--- src/shared/ubg_pkg.sv ---
package ubg_pkg;

  // ---------------------------------------------------------------
  // Register addresses on the host port
  // ---------------------------------------------------------------
  localparam logic [3:0] ADDR_DATA = 4'h0;
  localparam logic [3:0] ADDR_IER = 4'h1;
  localparam logic [3:0] ADDR_FIFO = 4'h2;
  localparam logic [3:0] ADDR_LCR = 4'h3;
  localparam logic [3:0] ADDR_MCR = 4'h4;
  localparam logic [3:0] ADDR_LSR = 4'h5;
  localparam logic [3:0] ADDR_MSR = 4'h6;
  localparam logic [3:0] ADDR_SPR = 4'h7;
  localparam logic [3:0] ADDR_TRANSMIT_FILL_LEVEL = 4'h8;
  localparam logic [3:0] ADDR_RECEIVE_FILL_LEVEL = 4'h9;
  localparam logic [3:0] ADDR_SRST = 4'he;
  localparam logic [3:0] ADDR_EXTRA_FEATURES_REGISTER = 4'hf;

  // ---------------------------------------------------------------
  // Field positions and special values
  // ---------------------------------------------------------------
  localparam int PRESC_SEL_BIT = 7;
  localparam int THRESH_EN_BIT = 2;
  localparam int ENH_EN_BIT = 4;
  localparam int DIV_ACCESS_BIT = 7;
  localparam int SRST_BIT = 3;
  localparam logic [7:0] LCR_ENH_KEY = 8'hbf;

  // ---------------------------------------------------------------
  // Values after reset
  // ---------------------------------------------------------------
  localparam logic [7:0] LCR_RESET = 8'h1d;
  localparam logic [7:0] CTRL_RESET = 8'h00;

  // ---------------------------------------------------------------
  // Generator constants
  // ---------------------------------------------------------------
  localparam int DIV_WIDTH = 16;
  localparam int PRESC_RATIO = 4;
  localparam int OVERSAMPLE = 16;

  // Register selected by one host access.
  typedef enum logic [4:0] {
    SEL_NONE = 5'b00000,
    SEL_DATA = 5'b00001,
    SEL_IER = 5'b00010,
    SEL_FIFO = 5'b00011,
    SEL_LCR = 5'b00100,
    SEL_MCR = 5'b00101,
    SEL_LSR = 5'b00110,
    SEL_MSR = 5'b00111,
    SEL_SPR = 5'b01000,
    SEL_TCR = 5'b01001,
    SEL_TLR = 5'b01010,
    SEL_TRANSMIT_FILL_LEVEL = 5'b01011,
    SEL_RECEIVE_FILL_LEVEL = 5'b01100,
    SEL_SRST = 5'b01101,
    SEL_EXTRA_FEATURES_REGISTER = 5'b01110,
    SEL_DLL = 5'b01111,
    SEL_DLH = 5'b10000,
    SEL_EFR = 5'b10001,
    SEL_RESUME_CHAR_ONE = 5'b10010,
    SEL_RESUME_CHAR_TWO = 5'b10011,
    SEL_PAUSE_CHAR_ONE = 5'b10100,
    SEL_PAUSE_CHAR_TWO = 5'b10101
  } ubg_sel_t;

endpackage : ubg_pkg
--- src/hw/ubg_baud_counter.sv ---
`timescale 1ns/100ps
`default_nettype none

module ubg_baud_counter
  import ubg_pkg::*;
#(
  parameter int WIDTH = DIV_WIDTH
) (
  // Clock and reset
  input wire logic clk_i,
  input wire logic rst_i,
  // Prescaled enable and divisor
  input wire logic en_i,
  input wire logic [WIDTH-1:0] divisor_i,
  // Oversample tick
  output logic tick_o
);

  // ---------------------------------------------------------------
  // Down counter
  // ---------------------------------------------------------------
  logic [WIDTH-1:0] cnt_q;
  logic [WIDTH-1:0] cnt_d;
  logic tick_q;
  logic tick_d;

  // A zero divisor parks the counter so no tick ever leaves it.
  always_comb begin
    cnt_d = cnt_q;
    tick_d = 1'b0;
    if (divisor_i == '0) begin
      cnt_d = '0;
    end else if (en_i) begin
      if (cnt_q <= {{(WIDTH-1){1'b0}}, 1'b1}) begin
        tick_d = 1'b1;
        cnt_d = divisor_i;
      end else begin
        cnt_d = cnt_q - 1'b1;
      end
    end
  end

  always_ff @(posedge clk_i) begin
    if (rst_i) begin
      cnt_q <= '0;
      tick_q <= 1'b0;
    end else begin
      cnt_q <= cnt_d;
      tick_q <= tick_d;
    end
  end

  assign tick_o = tick_q;

endmodule : ubg_baud_counter

`default_nettype wire

--- src/hw/ubg_prescaler.sv ---
`timescale 1ns/100ps
`default_nettype none

module ubg_prescaler
  import ubg_pkg::*;
#(
  parameter int RATIO = PRESC_RATIO
) (
  // Clock and reset
  input wire logic clk_i,
  input wire logic rst_i,
  // Control
  input wire logic div4_sel_i,
  // Enable out
  output logic en_o
);

  // ---------------------------------------------------------------
  // Free running phase counter
  // ---------------------------------------------------------------
  logic [$clog2(RATIO)-1:0] cnt_q;
  logic [$clog2(RATIO)-1:0] cnt_d;

  // Wraps naturally, so the divide-by-four phase never needs a compare.
  always_comb begin
    cnt_d = cnt_q + 1'b1;
  end

  always_ff @(posedge clk_i) begin
    if (rst_i) begin
      cnt_q <= '0;
    end else begin
      cnt_q <= cnt_d;
    end
  end

  // Every cycle when bypassed, once per wrap when dividing.
  assign en_o = div4_sel_i ? (cnt_q == RATIO[$clog2(RATIO)-1:0] - 1'b1) : 1'b1;

endmodule : ubg_prescaler

`default_nettype wire

--- src/hw/ubg_top.sv ---
`timescale 1ns/100ps
`default_nettype none

// Functional notes
// - Divide clock by 16-bit divisor 1..65535.
// - Control bit selects divide-by-1 or divide-by-4 prescale.
// - Generator output is sixteen times baud rate.
// - Reset selects divide-by-1 prescaler.
// - Divisor built from low and high latches.
// - Zero divisor produces no baud tick.
// - One tick drives transmitter and receiver.
// - Prescale bit writable only with enhanced enable.
// - Threshold registers need enhanced and threshold enables.
// - Divisor latches need divisor latch access bit.
// - Enhanced registers need line control 0xbf.
// - Data address: read receive, write transmit.
// - Shared address: read identification, write FIFO control.
// - Status and level registers ignore host writes.
// - Divisor, scratch, flow characters survive all resets.
module ubg_top
  import ubg_pkg::*;
#(
  parameter int WIDTH = DIV_WIDTH
) (
  // Clock and reset
  input wire logic CLK_I,
  input wire logic RESET_N_I,
  // Host register port
  input wire logic [3:0] ADDR_I,
  input wire logic WR_I,
  input wire logic RD_I,
  input wire logic [7:0] WDATA_I,
  output logic [7:0] RDATA_O,
  // Status supplied by the rest of the UART
  input wire logic [7:0] RX_DATA_I,
  input wire logic [7:0] IIR_I,
  input wire logic [7:0] LSR_I,
  input wire logic [7:0] MSR_I,
  input wire logic [7:0] TRANSMIT_FILL_LEVEL_I,
  input wire logic [7:0] RECEIVE_FILL_LEVEL_I,
  // Data and access strobes to the rest of the UART
  output logic TX_PUSH_O,
  output logic [7:0] TX_DATA_O,
  output logic RX_POP_O,
  output logic IIR_READ_O,
  output logic FCR_WRITE_O,
  // Configuration to the rest of the UART
  output logic [7:0] IER_O,
  output logic [7:0] FCR_O,
  output logic [7:0] LCR_O,
  output logic [7:0] MCR_O,
  output logic [7:0] EFR_O,
  output logic [7:0] EXTRA_FEATURES_REGISTER_O,
  output logic [7:0] TCR_O,
  output logic [7:0] TLR_O,
  output logic [31:0] FLOW_CHARS_O,
  output logic SOFT_RESET_O,
  // Shared sixteen times baud tick
  output logic BAUD16_TICK_O
);

  // ---------------------------------------------------------------
  // Address decode
  // ---------------------------------------------------------------
  logic [7:0] lcr_q, mcr_q, efr_q, ier_q, fcr_q, extra_features_register_q, tcr_q, tlr_q;
  logic srst_q;
  logic rst_int;
  ubg_sel_t sel;

  assign rst_int = !RESET_N_I || srst_q;

  // The general map is decoded first; the banked windows then override it, with the 0xbf bank applied last so it wins.
  always_comb begin
    sel = SEL_NONE;
    case (ADDR_I)
      ADDR_DATA: sel = SEL_DATA;
      ADDR_IER: sel = SEL_IER;
      ADDR_FIFO: sel = SEL_FIFO;
      ADDR_LCR: sel = SEL_LCR;
      ADDR_MCR: sel = SEL_MCR;
      ADDR_LSR: sel = SEL_LSR;
      ADDR_MSR: sel = SEL_MSR;
      ADDR_SPR: sel = SEL_SPR;
      ADDR_TRANSMIT_FILL_LEVEL: sel = SEL_TRANSMIT_FILL_LEVEL;
      ADDR_RECEIVE_FILL_LEVEL: sel = SEL_RECEIVE_FILL_LEVEL;
      ADDR_SRST: sel = SEL_SRST;
      ADDR_EXTRA_FEATURES_REGISTER: sel = SEL_EXTRA_FEATURES_REGISTER;
      default: sel = SEL_NONE;
    endcase
    if (efr_q[ENH_EN_BIT] && mcr_q[THRESH_EN_BIT]) begin
      if (ADDR_I == ADDR_MSR) sel = SEL_TCR;
      if (ADDR_I == ADDR_SPR) sel = SEL_TLR;
    end
    if (lcr_q[DIV_ACCESS_BIT]) begin
      if (ADDR_I == ADDR_DATA) sel = SEL_DLL;
      if (ADDR_I == ADDR_IER) sel = SEL_DLH;
    end
    if (lcr_q == LCR_ENH_KEY) begin
      case (ADDR_I)
        ADDR_FIFO: sel = SEL_EFR;
        ADDR_MCR: sel = SEL_RESUME_CHAR_ONE;
        ADDR_LSR: sel = SEL_RESUME_CHAR_TWO;
        ADDR_MSR: sel = SEL_PAUSE_CHAR_ONE;
        ADDR_SPR: sel = SEL_PAUSE_CHAR_TWO;
        default: sel = sel;
      endcase
    end
  end

  // ---------------------------------------------------------------
  // Resettable control registers
  // ---------------------------------------------------------------
  logic [7:0] lcr_d, mcr_d, efr_d, ier_d, fcr_d, extra_features_register_d, tcr_d, tlr_d;
  logic srst_d;

  // Status and level addresses have no write case, so writes there vanish.
  always_comb begin
    lcr_d = lcr_q;
    mcr_d = mcr_q;
    efr_d = efr_q;
    ier_d = ier_q;
    fcr_d = fcr_q;
    extra_features_register_d = extra_features_register_q;
    tcr_d = tcr_q;
    tlr_d = tlr_q;
    if (WR_I) begin
      case (sel)
        SEL_LCR: lcr_d = WDATA_I;
        SEL_MCR: begin
          mcr_d = WDATA_I;
          if (!efr_q[ENH_EN_BIT]) begin
            mcr_d[PRESC_SEL_BIT] = mcr_q[PRESC_SEL_BIT];
          end
        end
        SEL_EFR: efr_d = WDATA_I;
        SEL_IER: ier_d = WDATA_I;
        SEL_FIFO: fcr_d = WDATA_I;
        SEL_EXTRA_FEATURES_REGISTER: extra_features_register_d = WDATA_I;
        SEL_TCR: tcr_d = WDATA_I;
        SEL_TLR: tlr_d = WDATA_I;
        default: lcr_d = lcr_q;
      endcase
    end
  end

  always_ff @(posedge CLK_I) begin
    if (rst_int) begin
      lcr_q <= LCR_RESET;
      mcr_q <= CTRL_RESET;
      efr_q <= CTRL_RESET;
      ier_q <= CTRL_RESET;
      fcr_q <= CTRL_RESET;
      extra_features_register_q <= CTRL_RESET;
      tcr_q <= CTRL_RESET;
      tlr_q <= CTRL_RESET;
    end else begin
      lcr_q <= lcr_d;
      mcr_q <= mcr_d;
      efr_q <= efr_d;
      ier_q <= ier_d;
      fcr_q <= fcr_d;
      extra_features_register_q <= extra_features_register_d;
      tcr_q <= tcr_d;
      tlr_q <= tlr_d;
    end
  end

  // Software reset is a one-cycle pulse; only the pin clears it, so it cannot lock itself.
  always_comb begin
    srst_d = WR_I && (sel == SEL_SRST) && WDATA_I[SRST_BIT];
  end

  always_ff @(posedge CLK_I) begin
    if (!RESET_N_I) begin
      srst_q <= 1'b0;
    end else begin
      srst_q <= srst_d;
    end
  end

  // ---------------------------------------------------------------
  // Retained storage
  // ---------------------------------------------------------------
  // No reset at all here: the baud setting and flow characters survive any reset.
  // Until software writes them they are unknown in simulation.
  logic [7:0] keep_q [0:6];
  logic [7:0] keep_d [0:6];
  ubg_sel_t keep_sel [0:6];

  assign keep_sel[0] = SEL_DLL;
  assign keep_sel[1] = SEL_DLH;
  assign keep_sel[2] = SEL_SPR;
  assign keep_sel[3] = SEL_RESUME_CHAR_ONE;
  assign keep_sel[4] = SEL_RESUME_CHAR_TWO;
  assign keep_sel[5] = SEL_PAUSE_CHAR_ONE;
  assign keep_sel[6] = SEL_PAUSE_CHAR_TWO;

  genvar gi;
  generate
    for (gi = 0; gi < 7; gi++) begin : g_keep
      // Each entry loads only when its own address window is open.
      always_comb begin
        keep_d[gi] = (WR_I && sel == keep_sel[gi]) ? WDATA_I : keep_q[gi];
      end

      always_ff @(posedge CLK_I) begin
        keep_q[gi] <= keep_d[gi];
      end
    end
  endgenerate

  // ---------------------------------------------------------------
  // Read data and access strobes
  // ---------------------------------------------------------------
  logic [7:0] rdata_q, rdata_d, txd_q, txd_d;
  logic push_q, push_d, pop_q, pop_d, iir_q, iir_d, fcrw_q, fcrw_d;

  // Side effects follow the decoded target, so a gated read never touches a banked register.
  always_comb begin
    rdata_d = rdata_q;
    txd_d = txd_q;
    push_d = WR_I && (sel == SEL_DATA);
    fcrw_d = WR_I && (sel == SEL_FIFO);
    pop_d = RD_I && (sel == SEL_DATA);
    iir_d = RD_I && (sel == SEL_FIFO);
    if (push_d) txd_d = WDATA_I;
    if (RD_I) begin
      case (sel)
        SEL_DATA: rdata_d = RX_DATA_I;
        SEL_IER: rdata_d = ier_q;
        SEL_FIFO: rdata_d = IIR_I;
        SEL_LCR: rdata_d = lcr_q;
        SEL_MCR: rdata_d = mcr_q;
        SEL_LSR: rdata_d = LSR_I;
        SEL_MSR: rdata_d = MSR_I;
        SEL_SPR: rdata_d = keep_q[2];
        SEL_TCR: rdata_d = tcr_q;
        SEL_TLR: rdata_d = tlr_q;
        SEL_TRANSMIT_FILL_LEVEL: rdata_d = TRANSMIT_FILL_LEVEL_I;
        SEL_RECEIVE_FILL_LEVEL: rdata_d = RECEIVE_FILL_LEVEL_I;
        SEL_SRST: rdata_d = 8'h00;
        SEL_EXTRA_FEATURES_REGISTER: rdata_d = extra_features_register_q;
        SEL_DLL: rdata_d = keep_q[0];
        SEL_DLH: rdata_d = keep_q[1];
        SEL_EFR: rdata_d = efr_q;
        SEL_RESUME_CHAR_ONE: rdata_d = keep_q[3];
        SEL_RESUME_CHAR_TWO: rdata_d = keep_q[4];
        SEL_PAUSE_CHAR_ONE: rdata_d = keep_q[5];
        SEL_PAUSE_CHAR_TWO: rdata_d = keep_q[6];
        default: rdata_d = 8'h00;
      endcase
    end
  end

  always_ff @(posedge CLK_I) begin
    if (!RESET_N_I) begin
      rdata_q <= 8'h00;
      txd_q <= 8'h00;
      push_q <= 1'b0;
      pop_q <= 1'b0;
      iir_q <= 1'b0;
      fcrw_q <= 1'b0;
    end else begin
      rdata_q <= rdata_d;
      txd_q <= txd_d;
      push_q <= push_d;
      pop_q <= pop_d;
      iir_q <= iir_d;
      fcrw_q <= fcrw_d;
    end
  end

  // ---------------------------------------------------------------
  // Baud generator
  // ---------------------------------------------------------------
  logic presc_en;
  logic [WIDTH-1:0] divisor;
  logic baud_tick;

  assign divisor = {keep_q[1], keep_q[0]};

  ubg_prescaler #(.RATIO(PRESC_RATIO)) u_presc (
    .clk_i(CLK_I),
    .rst_i(rst_int),
    .div4_sel_i(mcr_q[PRESC_SEL_BIT]),
    .en_o(presc_en)
  );

  // Tick rate is clock / prescale / divisor, i.e. OVERSAMPLE times the baud rate.
  ubg_baud_counter #(.WIDTH(WIDTH)) u_baud (
    .clk_i(CLK_I),
    .rst_i(rst_int),
    .en_i(presc_en),
    .divisor_i(divisor),
    .tick_o(baud_tick)
  );

  // ---------------------------------------------------------------
  // Outputs
  // ---------------------------------------------------------------
  assign BAUD16_TICK_O = baud_tick;
  assign RDATA_O = rdata_q;
  assign TX_PUSH_O = push_q;
  assign TX_DATA_O = txd_q;
  assign RX_POP_O = pop_q;
  assign IIR_READ_O = iir_q;
  assign FCR_WRITE_O = fcrw_q;
  assign IER_O = ier_q;
  assign FCR_O = fcr_q;
  assign LCR_O = lcr_q;
  assign MCR_O = mcr_q;
  assign EFR_O = efr_q;
  assign EXTRA_FEATURES_REGISTER_O = extra_features_register_q;
  assign TCR_O = tcr_q;
  assign TLR_O = tlr_q;
  assign FLOW_CHARS_O = {keep_q[6], keep_q[5], keep_q[4], keep_q[3]};
  assign SOFT_RESET_O = srst_q;

  // ---------------------------------------------------------------
  // Assertions
  // ---------------------------------------------------------------
  property p_presc_reset;
    @(posedge CLK_I) !RESET_N_I |=> !mcr_q[PRESC_SEL_BIT] && !presc_en == 1'b0;
  endproperty
  a_presc_reset: assert property (p_presc_reset) else $error("prescaler not divide-by-1 after reset");

  property p_presc_gate;
    @(posedge CLK_I) disable iff (rst_int)
    WR_I && sel == SEL_MCR && !efr_q[ENH_EN_BIT] |=> mcr_q[PRESC_SEL_BIT] == $past(mcr_q[PRESC_SEL_BIT]);
  endproperty
  a_presc_gate: assert property (p_presc_gate) else $error("prescale bit changed without enable");

  property p_div4_spacing;
    @(posedge CLK_I) disable iff (rst_int)
    (presc_en && mcr_q[PRESC_SEL_BIT]) ##1 mcr_q[PRESC_SEL_BIT] [*3] |-> $past(!presc_en) && presc_en == 1'b0 ##1 presc_en;
  endproperty
  a_div4_spacing: assert property (p_div4_spacing) else $error("divide-by-4 enable spacing wrong");

  property p_zero_div;
    @(posedge CLK_I) disable iff (rst_int)
    $past(divisor) == '0 |-> !BAUD16_TICK_O;
  endproperty
  a_zero_div: assert property (p_zero_div) else $error("tick with zero divisor");

  property p_period_three;
    @(posedge CLK_I) disable iff (rst_int)
    (BAUD16_TICK_O && $past(divisor) == 16'h0003 && divisor == 16'h0003 && !mcr_q[PRESC_SEL_BIT])
    ##1 (divisor == 16'h0003 && !mcr_q[PRESC_SEL_BIT]) [*2] |-> !BAUD16_TICK_O ##1 BAUD16_TICK_O;
  endproperty
  a_period_three: assert property (p_period_three) else $error("divisor 3 period wrong");

  property p_dll_write;
    @(posedge CLK_I) WR_I && lcr_q[DIV_ACCESS_BIT] && ADDR_I == ADDR_DATA |=> keep_q[0] == $past(WDATA_I);
  endproperty
  a_dll_write: assert property (p_dll_write) else $error("low divisor latch not loaded");

  property p_keep_soft_reset;
    @(posedge CLK_I) srst_q && !WR_I |=> divisor == $past(divisor);
  endproperty
  a_keep_soft_reset: assert property (p_keep_soft_reset) else $error("divisor lost on soft reset");

  property p_efr_key;
    @(posedge CLK_I) disable iff (rst_int)
    WR_I && ADDR_I == ADDR_FIFO |=> (efr_q == $past(WDATA_I)) == ($past(lcr_q) == LCR_ENH_KEY) || $past(efr_q) == $past(WDATA_I);
  endproperty
  a_efr_key: assert property (p_efr_key) else $error("enhanced register access gate wrong");

  property p_tcr_gate;
    @(posedge CLK_I) disable iff (rst_int)
    WR_I && ADDR_I == ADDR_MSR && !(efr_q[ENH_EN_BIT] && mcr_q[THRESH_EN_BIT]) |=> $stable(tcr_q);
  endproperty
  a_tcr_gate: assert property (p_tcr_gate) else $error("threshold register written while locked");

  property p_thr_push;
    @(posedge CLK_I) disable iff (!RESET_N_I)
    WR_I && ADDR_I == ADDR_DATA && !lcr_q[DIV_ACCESS_BIT] |=> TX_PUSH_O && TX_DATA_O == $past(WDATA_I) && !RX_POP_O;
  endproperty
  a_thr_push: assert property (p_thr_push) else $error("transmit write not pushed");

  property p_iir_read;
    @(posedge CLK_I) disable iff (!RESET_N_I)
    RD_I && ADDR_I == ADDR_FIFO && lcr_q != LCR_ENH_KEY |=> IIR_READ_O && RDATA_O == $past(IIR_I);
  endproperty
  a_iir_read: assert property (p_iir_read) else $error("identification read wrong");

  property p_status_ro;
    @(posedge CLK_I) disable iff (rst_int)
    WR_I && ADDR_I == ADDR_TRANSMIT_FILL_LEVEL |=> $stable(lcr_q) && $stable(mcr_q) && $stable(ier_q) && !TX_PUSH_O;
  endproperty
  a_status_ro: assert property (p_status_ro) else $error("write to read-only register had effect");

endmodule : ubg_top

`default_nettype wire

--- config.mk ---
export PLATFORM = sky130hd
export DESIGN_NAME = ubg_top
export DESIGN_NICKNAME = d
export VERILOG_FILES = /design/src/shared/ubg_pkg.sv /design/src/hw/ubg_baud_counter.sv /design/src/hw/ubg_prescaler.sv /design/src/hw/ubg_top.sv
export SDC_FILE = /design/constraint.sdc
export NUM_CORES = 1
export LEC_CHECK = 0
export ABC_AREA = 1
export BUFFER_PORTS_ARGS = -buffer_cell sky130_fd_sc_hd__buf_2
export CAP_MARGIN = 20
export CORE_ASPECT_RATIO = 0.75
export CORE_MARGIN = 8
export CORE_UTILIZATION = 56
export CTS_BUF_LIST = sky130_fd_sc_hd__clkbuf_2
export CTS_CLUSTER_DIAMETER = 150
export DETAILED_ROUTE_END_ITERATION = 7
export PLACE_DENSITY_LB_ADDON = 0.12
export SETUP_SLACK_MARGIN = 0.3
export SYNTH_ARGS = -nofsm -noshare
export SYNTH_HDL_FRONTEND = slang
export SYNTH_SLANG_ARGS = --single-unit
--- constraint.sdc ---
create_clock -name CLK_I -period 3 [get_ports CLK_I]
set_input_delay 0.3 -clock CLK_I [delete_from_list [all_inputs] [get_ports CLK_I]]
set_output_delay 0.3 -clock CLK_I [all_outputs]
set_load 0.01 [all_outputs]
==> Implementation_results.wiki <==
{| class="wikitable"
! Metric !! Value
|-
| Drt first-iter violations || 1004
|-
| Number of warnings printed during yosys synthesis || 0
|-
| Actual transition at the worst max-transition pin || between 500 and 600 ps
|-
| Initial core utilization || 57.5%
|-
| Number of nets in the final layout || 1331
|-
| Standard-cell rows || 37
|-
| Endpoint type of the worst setup path || flop
|-
| Die outline height || roughly 120 um
|-
| Type of the worst min-delay path || in2reg
|-
| Critical Path Start Type || flop
|-
| Setup Skew || 41.0 ps
|-
| Number of sinks on the clock net || 160
|-
| Minimum setup slack in the final design || around 460 ps
|-
| EDFF count, synth || 56
|-
| Placed instance count || approximately 1400
|-
| Final max-slew violation count || 0
|-
| Most used standard cell by instance count after synthesis || sky130_fd_sc_hd__nand2_1
|-
| Worst path cell trace || nand2_1, nor2_2, inv_2, nor2_4, inv_2, nor2_2, inv_1, buf_4, nand2_1, nand2_2, nor2_4, nand2_1, nand2_1, nor2_1, nand2_1, nor2_1, nand2_1, nand2_1, a21oi_1
|-
| Worst path most repeated cell || sky130_fd_sc_hd__nand2_1
|-
| Power Total || 4.79 mW
|-
| Max-slew headroom at the worst pin || 65.7%
|-
| Setup repair after global routing missed its margin || yes
|-
| Number of library cell types mapped by synthesis || 42
|-
| Ranking of synthesized cells by area || sky130_fd_sc_hd__dfxtp_1 (26%), sky130_fd_sc_hd__edfxtp_1 (21%), sky130_fd_sc_hd__nand2_1 (12%), sky130_fd_sc_hd__nand3_1 (7.4%), sky130_fd_sc_hd__nor2_1 (6.4%)
|-
| Routed length per placed instance || 19.0 um
|-
| Category of the critical setup timing path || reg2reg
|-
| Register-to-register setup slack || 460 ps
|-
| Total power divided by cell area || 498 nW/um^2
|-
| Final worst path period share || 84.8%
|-
| Post-synthesis async set-or-reset flop share || 0%
|-
| DIE AREA || between 15000 and 20000 sq um
|-
| Dominant synthesized flop cell || sky130_fd_sc_hd__dfxtp_1
|-
| Run status || complete, no violations
|-
| Clock buffer count from CTS || 17
|-
| Arrival time of data at the critical path endpoint || 3240 ps
|-
| Area of the core || 13800 sq um
|-
| Highest net fanout along the worst path || 8
|-
| Fraction of layout instances using a drive strength above 1 || a little under a quarter
|-
| Data required, critical path || around 3700 ps
|-
| Clock Tree Root || sky130_fd_sc_hd__clkbuf_2
|-
| VDD IR max || 0.000302 V
|-
| Delay of the slowest critical-path stage || 430 ps
|-
| Worst Hold Depth || 7
|-
| HPWL Detailed || roughly 20 mm
|-
| Per-instance average area after synthesis || between 7 and 8 sq um
|-
| Cell area after synthesis || slightly below 8000 sq um
|-
| Shortest period the worst path allows || roughly 2500 ps
|-
| P&R area growth vs syn || 21.3%
|-
| TritonCTS clock tree || yes
|-
| Design area || 9630 sq um
|-
| Residual overflow from global routing || 0
|-
| First-pass GRT wire length || 42.1 mm
|-
| Cell count after synthesis || about 1100
|-
| Worst setup slack after placement || -30.4 ps
|-
| Detailed-router iteration count before antenna repair || 6
|-
| Setup violations, final || 0
|-
| Residual antenna-violating net count after detailed routing || 0
|-
| Slowest-stage cell, CP || sky130_fd_sc_hd__dfxtp_2
|-
| Number of remaining DRC errors || 0
|-
| H-tree depth || 4
|-
| Mean number of vias per cell || about 5.7
|-
| Most instantiated cells after synthesis || sky130_fd_sc_hd__nand2_1 (251), sky130_fd_sc_hd__nor2_1 (136), sky130_fd_sc_hd__nand3_1 (117)
|-
| Bufs on Longest Clock Path || 2
|-
| Count of vias placed by the detailed router || just over 8000
|-
| Global-route usage over all layers || 29.3%
|-
| Chip width || 153 um
|-
| Number of synthesized register bits || between 150 and 200
|-
| Number of global-route vias before repair || between 7000 and 8000
|-
| F_max || 393 MHz
|-
| Syn_nets || 1127
|-
| Most area-hungry cell type in the Yosys netlist || sky130_fd_sc_hd__dfxtp_1
|-
| Synth top area share || 26.2%
|-
| MaxCap Viol Count || 0
|-
| Aggregate routed wire length || roughly 27 mm
|-
| Final RePlAce weighted congestion || 0.921
|-
| Placed Area || 9050 sq um
|-
| Clock transition at the register clock pins on the worst setup and hold paths after CTS || 230 ps
|-
| Boundary Pins || 182
|-
| Proportion of synthesized chip area in sequential cells || 47.4%
|-
| Antenna diode count || 0
|-
| Count of buffers inserted at the top-level ports || about 180
|-
| Number of cells in the finished layout apart from fillers || about 1400
|-
| Leakage power figure || between 4 and 5 nW
|-
| Final hold viol count || 0
|-
| Register-to-Register Path Depth || 19
|-
| Initial antenna violation count || 0
|-
| Clock latency on the worst-skew pair || 770 ps
|-
| Worst hold slack across all endpoints || ~38 ps
|-
| Maximum number of pins on one net before global-route repair || 56
|}
==> worst max-delay path, delay by kind of cell (launching register included) <==
family | cells | cell delay (ps)
AOI/OAI and AO/OA | 1 | 110
DFF | 1 | 430
buffers and inverters | 4 | 390
and+or+nand+nor | 14 | 1550
==> metal layers <==
metal	wire, um	vias to the layer above	global-route usage, %
met5	0	-	1.06
li1	-	3878	-
met3	3490	78	7.62
met1	11300	3723	39.5
met2	11800	534	44.6
met4	915	0	10.9
==> layout by cell type (no fill, tap or decap), types with 14 or more instances in the layout <==
cell,netlist,layout
sky130_fd_sc_hd__nand2_1,251,250
sky130_fd_sc_hd__buf_2,10,181
sky130_fd_sc_hd__nor2_1,136,132
sky130_fd_sc_hd__nand3_1,117,114
sky130_fd_sc_hd__inv_1,103,102
sky130_fd_sc_hd__dfxtp_1,104,98
sky130_fd_sc_hd__o21ai_0,71,71
sky130_fd_sc_hd__a21oi_1,63,62
sky130_fd_sc_hd__edfxtp_1,56,56
sky130_fd_sc_hd__buf_4,5,27
sky130_fd_sc_hd__clkbuf_2,0,18
sky130_fd_sc_hd__dlygate4sd3_1,0,14
==> cell type report <==
| class | instances | area, sq um |
|---|---|---|
| clock buffer | 18 | 90.1 |
| clock inverter | 14 | 155 |
| fill | 1176 | 4170 |
| inverter | 113 | 428 |
| multi-input combinational | 741 | 3670 |
| sequential | 160 | 3770 |
| tap | 175 | 219 |
| timing repair buffer | 224 | 1290 |
| timing repair inverter | 1 | 5.00 |
==> cell families after synthesis <==
| group | Yosys count | synth area share (%) |
|---|---|---|
| fa+ha+maj | 9 | 1.42 |
| buf+inv | 154 | 7.77 |
| simple gates | 564 | 31.6 |
| flops | 160 | 47.4 |
| compound gates | 162 | 11.2 |
| xor+xnor | 5 | 0.552 |
==> worst paths after layout <==
check,start,to
worst max-delay path,LCR_O[4]$_SDFFE_PP1P_,RDATA_O[6]$_SDFFE_PN0P_
worst min-delay path,RX_DATA_I[7],RDATA_O[7]$_SDFFE_PN0P_
worst max register to register,LCR_O[4]$_SDFFE_PP1P_,RDATA_O[6]$_SDFFE_PN0P_
worst min register to register,TX_DATA_O[5]$_SDFFE_PN0P_,TX_DATA_O[5]$_SDFFE_PN0P_
==> registers in the layout, indices dropped and copies added (netlist names) <==
name	count
IER_O	8
keep_q	56
SOFT_RESET_O	1
IIR_READ_O	1
FCR_O	8
TX_PUSH_O	1
LCR_O	8
TX_DATA_O	8
EFR_O	8
MCR_O	8
TLR_O	8
u_baud.cnt_q	16
u_baud.tick_o	1
FCR_WRITE_O	1
u_presc.cnt_q	2
RDATA_O	8
EXTRA_FEATURES_REGISTER_O	8
RX_POP_O	1
TCR_O	8
==> power by group <==
part	internal [mW]	switching (mW)	leakage (nW)
Sequential	2.36	0.0934	1.35
Clock	0.406	0.838	0.155
Combinational	0.386	0.707	3.01
Total	3.16	1.64	4.51
==> through the flow <==
stage	utilization, %	TNS, ps
after global placement	65.6	0
final	69.8	0
after CTS	68.5	0
after floorplan	-	0
after global routing	69.8	0
after detailed placement	65.6	-63.5
==> what timing repair did <==
item	CTS	global route
gates resized for setup	2	26
hold buffers	14	0
cloned	0	2
setup buffers	0	5
pin swaps	0	4
endpoints found under the setup margin	13	86
endpoints found under the hold margin	81	0
Note: power is estimated with default switching activity, not from simulation.
